[src/rtl/pll_defs.svh]
// constants for the clock multiplier control block
`ifndef PLL_DEFS_SVH
`define PLL_DEFS_SVH

`define PLL_CTRL_ADDR 8'h97
`define PLL_CTRL_RESET 8'h00
`define PLL_BIT_EN 7
`define PLL_BIT_INIT 6
`define PLL_BIT_RDY 5
`define PLL_SCALE_HI 4
`define PLL_SCALE_LO 2
`define PLL_SRC_HI 1
`define PLL_SRC_LO 0
`define PLL_FSM_LOCKED_BIT 3

`define PLL_SRC_INT_X2 2'h0
`define PLL_SRC_SEL_EXT 0
`define PLL_SRC_SEL_X4 1

`define PLL_SCALE_1A 3'h0
`define PLL_SCALE_1B 3'h1
`define PLL_SCALE_2_3 3'h2
`define PLL_SCALE_2_4 3'h3
`define PLL_SCALE_2_5 3'h4
`define PLL_SCALE_2_6 3'h5
`define PLL_SCALE_2_7 3'h6
`define PLL_KEEP_ALL 3'h1
`define PLL_KEEP_N 3'h2

`define PLL_BURST_X2 3'h2
`define PLL_BURST_X4 3'h4

`define OSC_MODE_OFF 2'h0
`define OSC_MODE_XTAL 2'h3

`define SYS_PERIOD_NS 8
`define PLL_LOCK_TIME_NS 20000
`define PLL_LOCK_CYCLES \
  ((`PLL_LOCK_TIME_NS + `SYS_PERIOD_NS - 1) / `SYS_PERIOD_NS)
`define PLL_LOCK_CNT_W 12

`endif

[src/rtl/pll_pkg.sv]
// types for the clock multiplier control block
package pll_pkg;

  typedef enum logic [3:0] {
    ST_OFF = 4'b0001,
    ST_IDLE = 4'b0010,
    ST_LOCKING = 4'b0100,
    ST_LOCKED = 4'b1000
  } pll_state_t;

  typedef struct packed {
    logic [7:0] addr;
    logic [7:0] wdata;
    logic wr;
  } sfr_req_t;

  typedef struct packed {
    pll_state_t fsm;
    logic [7:0] rdata;
    logic en;
    logic init_hold;
    logic [2:0] scale;
    logic [1:0] src;
    logic [11:0] lock_cnt;
    logic [1:0] sync1;
    logic [1:0] sync2;
    logic [1:0] prev;
    logic mult_clk;
    logic pin_in;
    logic pin_out;
  } ctrl_state_t;

  typedef struct packed {
    logic [2:0] left;
    logic phase;
    logic [2:0] keep;
    logic pulse;
  } gen_state_t;

endpackage

[src/rtl/clock_multiplier_control.sv]
// clock multiplier control register, lock sequencing and pin use
//
// Behaviour
// multiplier runs only while enable is set
// initialize reads zero while multiplier enabled
// writing initialize when enabled starts locking
// ready reads one only when locked
// scale field picks 1, 2/3 .. 2/7 ratio
// odd ratios may give uneven duty cycle
// source field picks internal/external, x2/x4
// internal x2 source ignores scale field
// crystal uses both pins, off mode none, others output pin
// software skips and sets oscillator pin modes
// software follows enable, wait, init, poll order
// external oscillator stable before initialization
// slow input gives two-pulse (x2) or four-pulse (x4) bursts per edge
// ready clears on disable or re-initialization
`timescale 1ns/100ps
`include "pll_defs.svh"
module clock_multiplier_control import pll_pkg::*; (
  // clock and reset
  input wire logic i_sys_clk,
  input wire logic i_rst_b,
  // special function register port
  input wire sfr_req_t i_sfr_req,
  output logic [7:0] o_sfr_rdata,
  // oscillator inputs, asynchronous to i_sys_clk
  input wire logic i_int_osc_clk,
  input wire logic i_ext_osc_clk,
  input wire logic [2:0] i_osc_mode,
  // multiplier outputs
  output logic o_mult_on,
  output logic o_mult_clk,
  output logic o_mult_locked,
  // oscillator pin takeover
  output logic o_osc_pin_in_used,
  output logic o_osc_pin_out_used
);

  localparam logic [11:0] LOCK_LAST = 12'(`PLL_LOCK_CYCLES - 1);

  ctrl_state_t st;
  ctrl_state_t next_st;
  logic wr_hit;
  logic rd_hit;
  logic src_edge;
  logic gen_pulse;
  logic [2:0] burst;
  logic [2:0] period;
  logic [7:0] wd;

  // length of each group of fast pulses, two of which are kept
  function automatic logic [2:0] keep_period(input logic [2:0] scale);
    case (scale)
      `PLL_SCALE_2_3: keep_period = 3'h3;
      `PLL_SCALE_2_4: keep_period = 3'h4;
      `PLL_SCALE_2_5: keep_period = 3'h5;
      `PLL_SCALE_2_6: keep_period = 3'h6;
      `PLL_SCALE_2_7: keep_period = 3'h7;
      default: keep_period = `PLL_KEEP_ALL;
    endcase
  endfunction

  function automatic logic [7:0] reg_image(input ctrl_state_t s);
    reg_image = {s.en,
                 s.init_hold & ~s.en,
                 s.fsm == ST_LOCKED,
                 s.scale, s.src};
  endfunction

  assign wd = i_sfr_req.wdata;
  assign wr_hit = i_sfr_req.wr && (i_sfr_req.addr == `PLL_CTRL_ADDR);
  assign rd_hit = i_sfr_req.addr == `PLL_CTRL_ADDR;
  // only the second synchroniser stage feeds the edge detector
  assign src_edge = st.sync2[st.src[`PLL_SRC_SEL_EXT]] &
                    ~st.prev[st.src[`PLL_SRC_SEL_EXT]];
  assign burst = st.src[`PLL_SRC_SEL_X4] ? `PLL_BURST_X4 :
                 `PLL_BURST_X2;
  assign period = (st.src == `PLL_SRC_INT_X2) ? `PLL_KEEP_ALL :
                  keep_period(st.scale);

  always_comb begin
    next_st = st;
    next_st.sync1 = {i_ext_osc_clk, i_int_osc_clk};
    next_st.sync2 = st.sync1;
    next_st.prev = st.sync2;
    case (st.fsm)
      ST_OFF: next_st.lock_cnt = '0;
      ST_IDLE: next_st.lock_cnt = '0;
      ST_LOCKING: begin
        if (st.lock_cnt == LOCK_LAST) begin
          next_st.fsm = ST_LOCKED;
        end else begin
          next_st.lock_cnt = st.lock_cnt + 12'h001;
        end
      end
      ST_LOCKED: next_st.lock_cnt = '0;
      default: next_st.fsm = ST_OFF;
    endcase
    if (wr_hit) begin
      next_st.en = wd[`PLL_BIT_EN];
      next_st.init_hold = wd[`PLL_BIT_INIT];
      next_st.scale = wd[`PLL_SCALE_HI:`PLL_SCALE_LO];
      next_st.src = wd[`PLL_SRC_HI:`PLL_SRC_LO];
      if (!wd[`PLL_BIT_EN]) begin
        next_st.fsm = ST_OFF;
        next_st.lock_cnt = '0;
      end else if (st.en && wd[`PLL_BIT_INIT]) begin
        // re-initialising a locked loop drops ready until relock
        next_st.fsm = ST_LOCKING;
        next_st.lock_cnt = '0;
      end else if (!st.en) begin
        next_st.fsm = ST_IDLE;
      end
    end
    // read data lags the address by one cycle; unmapped reads give zero
    next_st.rdata = rd_hit ? reg_image(st) : 8'h00;
    next_st.mult_clk = gen_pulse;
    next_st.pin_in = i_osc_mode[2:1] == `OSC_MODE_XTAL;
    next_st.pin_out = i_osc_mode[2:1] != `OSC_MODE_OFF;
  end

  always_ff @(posedge i_sys_clk or negedge i_rst_b) begin
    if (!i_rst_b) begin
      st <= '0;
      st.fsm <= ST_OFF;
    end else begin
      st <= next_st;
    end
  end

  mult_pulse_gen u_gen (
    .i_sys_clk(i_sys_clk),
    .i_rst_b(i_rst_b),
    .i_run(st.en),
    .i_edge(src_edge),
    .i_burst(burst),
    .i_period(period),
    .o_pulse(gen_pulse)
  );

  assign o_sfr_rdata = st.rdata;
  assign o_mult_on = st.en;
  assign o_mult_clk = st.mult_clk;
  // one-hot state bit, so ready comes straight from a flop
  assign o_mult_locked = st.fsm[`PLL_FSM_LOCKED_BIT];
  assign o_osc_pin_in_used = st.pin_in;
  assign o_osc_pin_out_used = st.pin_out;

  // a slot decided before the write still drains through two flops
  chk_disable_stops: assert property (@(posedge i_sys_clk)
    disable iff (!i_rst_b)
    wr_hit && !wd[`PLL_BIT_EN] |=> !o_mult_on && !o_mult_locked ##2
    !o_mult_clk) else $error("multiplier still on after disable");

  chk_init_reads_zero: assert property (@(posedge i_sys_clk)
    disable iff (!i_rst_b)
    rd_hit && st.en |=> !o_sfr_rdata[`PLL_BIT_INIT])
    else $error("initialize bit read as one while enabled");

  chk_init_starts: assert property (@(posedge i_sys_clk)
    disable iff (!i_rst_b)
    wr_hit && st.en && wd[`PLL_BIT_EN] && wd[`PLL_BIT_INIT]
    |=> st.fsm == ST_LOCKING && st.lock_cnt == 12'h000)
    else $error("initialize write did not start locking");

  chk_ready_read: assert property (@(posedge i_sys_clk)
    disable iff (!i_rst_b)
    rd_hit |=> o_sfr_rdata[`PLL_BIT_RDY] == $past(o_mult_locked))
    else $error("ready bit does not follow lock");

  chk_lock_time: assert property (@(posedge i_sys_clk)
    disable iff (!i_rst_b)
    $rose(o_mult_locked) |-> $past(st.lock_cnt) == LOCK_LAST)
    else $error("lock reached at wrong count");

  chk_ready_clears: assert property (@(posedge i_sys_clk)
    disable iff (!i_rst_b)
    o_mult_locked && wr_hit && (!wd[`PLL_BIT_EN] || wd[`PLL_BIT_INIT])
    |=> !o_mult_locked) else $error("ready not cleared");

  chk_int_x2_bypass: assert property (@(posedge i_sys_clk)
    disable iff (!i_rst_b)
    st.src == `PLL_SRC_INT_X2 |-> period == `PLL_KEEP_ALL &&
    burst == `PLL_BURST_X2) else $error("scale used on internal x2");

  chk_pin_use: assert property (@(posedge i_sys_clk)
    disable iff (!i_rst_b)
    ##1 o_osc_pin_in_used |-> o_osc_pin_out_used &&
    $past(i_osc_mode[2:1]) == `OSC_MODE_XTAL)
    else $error("input pin taken outside crystal mode");

  cover_lock: cover property (@(posedge i_sys_clk) disable iff (!i_rst_b)
    $rose(o_mult_locked));
  cover_reinit: cover property (@(posedge i_sys_clk) disable iff (!i_rst_b)
    o_mult_locked && wr_hit && wd[`PLL_BIT_INIT] && wd[`PLL_BIT_EN]);
  cover_crystal: cover property (@(posedge i_sys_clk) disable iff (!i_rst_b)
    o_osc_pin_in_used && o_mult_clk);

endmodule // clock_multiplier_control

[src/rtl/mult_pulse_gen.sv]
// fast pulse bursts per source edge, thinned by the scale ratio
`timescale 1ns/100ps
`include "pll_defs.svh"
module mult_pulse_gen import pll_pkg::*; (
  // clock and reset
  input wire logic i_sys_clk,
  input wire logic i_rst_b,
  // control
  input wire logic i_run,
  input wire logic i_edge,
  input wire logic [2:0] i_burst,
  input wire logic [2:0] i_period,
  // output
  output logic o_pulse
);

  gen_state_t st;
  gen_state_t next_st;
  logic [2:0] seen;

  // a slow source gives a burst, then silence until the next edge
  always_comb begin
    next_st = st;
    next_st.pulse = 1'b0;
    if (!i_run) begin
      next_st.left = 3'h0;
      next_st.phase = 1'b0;
      next_st.keep = 3'h0;
    end else if (i_edge) begin
      next_st.left = i_burst;
      next_st.phase = 1'b0;
    end else if (!st.phase && st.left != 3'h0) begin
      // keep two of every period pulses: odd ratios are not 50% duty
      next_st.pulse = (i_period == `PLL_KEEP_ALL) ||
                      (st.keep < `PLL_KEEP_N);
      next_st.keep = (st.keep >= i_period - 3'h1) ? 3'h0 : st.keep + 3'h1;
      next_st.left = st.left - 3'h1;
      next_st.phase = 1'b1;
    end else begin
      next_st.phase = 1'b0;
    end
  end

  always_ff @(posedge i_sys_clk or negedge i_rst_b) begin
    if (!i_rst_b) begin
      st <= '0;
    end else begin
      st <= next_st;
    end
  end

  assign o_pulse = st.pulse;

  // pulses since the last source edge, for checking only
  always_ff @(posedge i_sys_clk or negedge i_rst_b) begin
    if (!i_rst_b) begin
      seen <= 3'h0;
    end else if (i_edge || !i_run) begin
      seen <= 3'h0;
    end else if (st.pulse && seen != 3'h7) begin
      seen <= seen + 3'h1;
    end
  end

  chk_burst_limit: assert property (
    @(posedge i_sys_clk) disable iff (!i_rst_b)
    seen <= `PLL_BURST_X4) else $error("more than four pulses per edge");

  chk_scale_drop: assert property (
    @(posedge i_sys_clk) disable iff (!i_rst_b)
    (i_run && !i_edge && !st.phase && st.left != 3'h0 &&
     i_period != `PLL_KEEP_ALL && st.keep >= `PLL_KEEP_N)
    |=> !o_pulse) else $error("scaled pulse not dropped");

  chk_burst_spacing: assert property (@(posedge i_sys_clk)
    disable iff (!i_rst_b)
    o_pulse |=> !o_pulse) else $error("fast pulses not separated");

  cover_x4_burst: cover property (@(posedge i_sys_clk) disable iff (!i_rst_b)
    seen == `PLL_BURST_X4);

endmodule // mult_pulse_gen

[config.mk]
export PLATFORM = sky130hd
export DESIGN_NAME = clock_multiplier_control
export DESIGN_NICKNAME = d
export VERILOG_FILES = /design/src/rtl/pll_pkg.sv /design/src/rtl/clock_multiplier_control.sv /design/src/rtl/mult_pulse_gen.sv
export VERILOG_INCLUDE_DIRS = /design/src /design/src/rtl
export SDC_FILE = /design/constraint.sdc
export NUM_CORES = 1
export LEC_CHECK = 0
export BUFFER_PORTS_ARGS = -buffer_cell sky130_fd_sc_hd__buf_2
export CAP_MARGIN = 20
export CORE_UTILIZATION = 35
export DETAILED_ROUTE_END_ITERATION = 10
export HOLD_SLACK_MARGIN = 0.05
export PLACE_DENSITY = 0.65
export REMOVE_ABC_BUFFERS = 1
export SLEW_MARGIN = 20
export SYNTH_ARGS = -nofsm -noshare
export SYNTH_HDL_FRONTEND = slang
export SYNTH_SLANG_ARGS = --single-unit
[constraint.sdc]
create_clock -name i_sys_clk -period 2.2 [get_ports i_sys_clk]
set_input_delay 0.44 -clock i_sys_clk [delete_from_list [all_inputs] [get_ports i_sys_clk]]
set_output_delay 0.44 -clock i_sys_clk [all_outputs]
set_load 0.005 [all_outputs]
==> results.tsv <==
metric	value	unit
status	finished, final reports clean	
synth.avg_cell_area	10.37	sq um
min_period	2.079	ns
rsz0062_at_grt	yes	
arrival	2.28	ns
grt_antenna_before_repair	0	
skew	0.008192	ns
yosys_warnings	0	
post-route-util	0.4282	
path_cells	inv_2, nand3_1, o21ai_1, o21ai_1, ha_1, inv_2, ha_4, a21o_1, a21oi_2, buf_4, nand4_1, o311ai_2	
ys_seq_elements	48	
cp.depth	12	
nets	300	
cp_data_required_time	2.40	ns
htreeDepth	2	
finalMaxSlewViolations	0	
cpPeakStageDelay	0.42	ns
syn_area	2395	sq um
power.density	587.9	nW/um^2
startpoint_type	register	
synthArstFlopShare	1.000	
wl_per_cell	13.77	um
p_leak	1.281	nW
initialDrtViolationCount	62	
start_util	0.3687	
crit_slowest_cell	dfrtp_1	
grt_pass1_vias	1846	
ant_nets	0	
die_y	84.72	um
vias	1830	
r2r_cells	12	
synth_cell_types	48	
grt_use_total	0.1442	
path_class	register to register	
stdcell_area	2781	sq um
drt_wl_total	4750	um
hold_class	input pin to asynchronous set/reset pin	
syn_inst	231	
num_antenna_cells	0	
via_per_inst	5.304	
drc	0	
fp.dieArea	7177	sq um
max_cap_violations	0	
drive_gt1_frac	0.2687	
path_max_fanout	3	
synth_edf_count	0	
grt_pass1_wl	8349	um
tightest_slew	0.5938	ns
die_w	84.72	um
max_freq	481.1	MHz
io_buffers	34	
finalSetupViolCount	0	
clk_latency	0.30	ns
ir_drop	0.0003470	V
cp_top_family	compound AO/OA/AOI/OAI gates	
seq_area_frac_synth	0.5021	
layout_common_cells	dfrtp_1, buf_2, nand2_1	
core_area	6495	sq um
dr.pass1.iters	6	
cts.sinks	48	
hpwl	3374	um
final_hold_viol_count	0	
io_pins	37	
finalCritPeriodShare	0.9448	
clk_pin_slew_worst_paths	0.09	ns
mostFrequentLayoutCell	dfrtp_1	
area_growth	16.14	%
critPathCaptureType	register	
grt_overflow	0	
synth_top_flop_cell	dfrtp_1	
worst_slew_margin_rel	0.6041	
place_area	2639	sq um
critPathBufInv	3	
hold_slack	0.2222	ns
numCtsBuffers	5	
cts_max_path_buffers	2	
place_congestion	0.8010	
row_count	29	
fin_tns_setup	0	ns
grt_start_max_net_pins	49	
cts_tree	done	
ctsRootBufferMaster	clkbuf_8	
==> flip-flops by register name, indices dropped and copies added, names as in the netlist, 4 cells and up <==
register and count:
u_gen.st 7, o_sfr_rdata 8, st 23, next_st 4
==> through the flow <==
stage	std cells	power, mW	worst slack (ns)
after floorplan	217	0.9553	0.1267
after global placement	336	1.014	0.07232
after detailed placement	336	1.018	-0.07795
after CTS	344	1.648	0.03783
after global routing	345	1.706	-0.02726
final	345	1.635	0.1213
==> kinds of logic (layout without fill, tap and decap cells) <==
group | Yosys count | in the layout | share of synthesized area
and+or+nand+nor | 91 | 91 | 0.2252
DFF | 48 | 48 | 0.5021
AOI/OAI and AO/OA | 47 | 47 | 0.1249
buffers and inverters | 24 | 61 | 0.05016
adders and majority gates | 9 | 9 | 0.04702
muxes | 7 | 7 | 0.03239
xor gates and xnor gates | 5 | 5 | 0.01829
==> cells in the mapped netlist, types with 2 or more instances <==
cell type / count / area share
mux2_2: 6 / 0.028
nor2b_1: 3 / 0.0078
inv_1: 10 / 0.016
buf_4: 8 / 0.025
a21oi_1: 11 / 0.023
xnor2_1: 2 / 0.0073
and2_1: 10 / 0.026
nand3_1: 11 / 0.023
a21boi_0: 3 / 0.0094
ha_1: 9 / 0.047
o21a_1: 3 / 0.0094
o211ai_1: 4 / 0.013
nor4b_1: 2 / 0.0073
o311ai_0: 2 / 0.0073
a31oi_1: 2 / 0.0052
clkbuf_1: 6 / 0.0094
or3_2: 2 / 0.0063
or3_1: 2 / 0.0052
o21ai_0: 14 / 0.029
nor2_1: 11 / 0.017
and3_1: 6 / 0.016
nand2b_1: 3 / 0.0078
nand4_1: 5 / 0.013
xor2_1: 3 / 0.011
nor3_1: 3 / 0.0063
or2_2: 2 / 0.0052
nand2_1: 21 / 0.033
dfrtp_1: 47 / 0.49
==> timing repair <==
item	CTS	global route
pin swaps	0	7
resized for setup	2	8
setup endpoints to repair	1	3
setup buffers	0	1
hold buffers	0	0
==> routing by layer <==
| layer | vias to the layer above | GRT usage | routed length [um] |
|---|---|---|---|
| li1 | 889 | - | - |
| met1 | 872 | 0.1799 | 2163 |
| met2 | 62 | 0.2476 | 2302 |
| met3 | 7 | 0.03736 | 253 |
| met4 | 0 | 0.04006 | 31 |
| met5 | - | 0 | 0 |
==> cell type report <==
class | count | area, sq um
multi-input cells | 159 | 1099
clock inverters | 2 | 35.03
inverters | 10 | 37.54
repair buffers | 43 | 237.7
well taps | 77 | 96.34
fillers | 635 | 3714
flip-flops and latches | 48 | 1204
clock buffers | 6 | 72.57
==> worst paths after layout <==
path	start	to	slack (ns)
min	i_rst_b	st[14]	0.22
min reg2reg	u_gen.o_pulse	o_mult_clk	0.35
max in group asynchronous	i_rst_b	st[21]	1.53
min in group i_sys_clk	i_int_osc_clk	next_st[5]	0.25
max	st[24]	u_gen.st[3]	0.12
max reg2reg	st[24]	u_gen.st[3]	0.12
==> report_power, final <==
group	switching, mW	internal [mW]
Clock	0.294	0.338
Combinational	0.0493	0.0462
Sequential	0.0119	0.896
(Power assumes the default switching activity.)
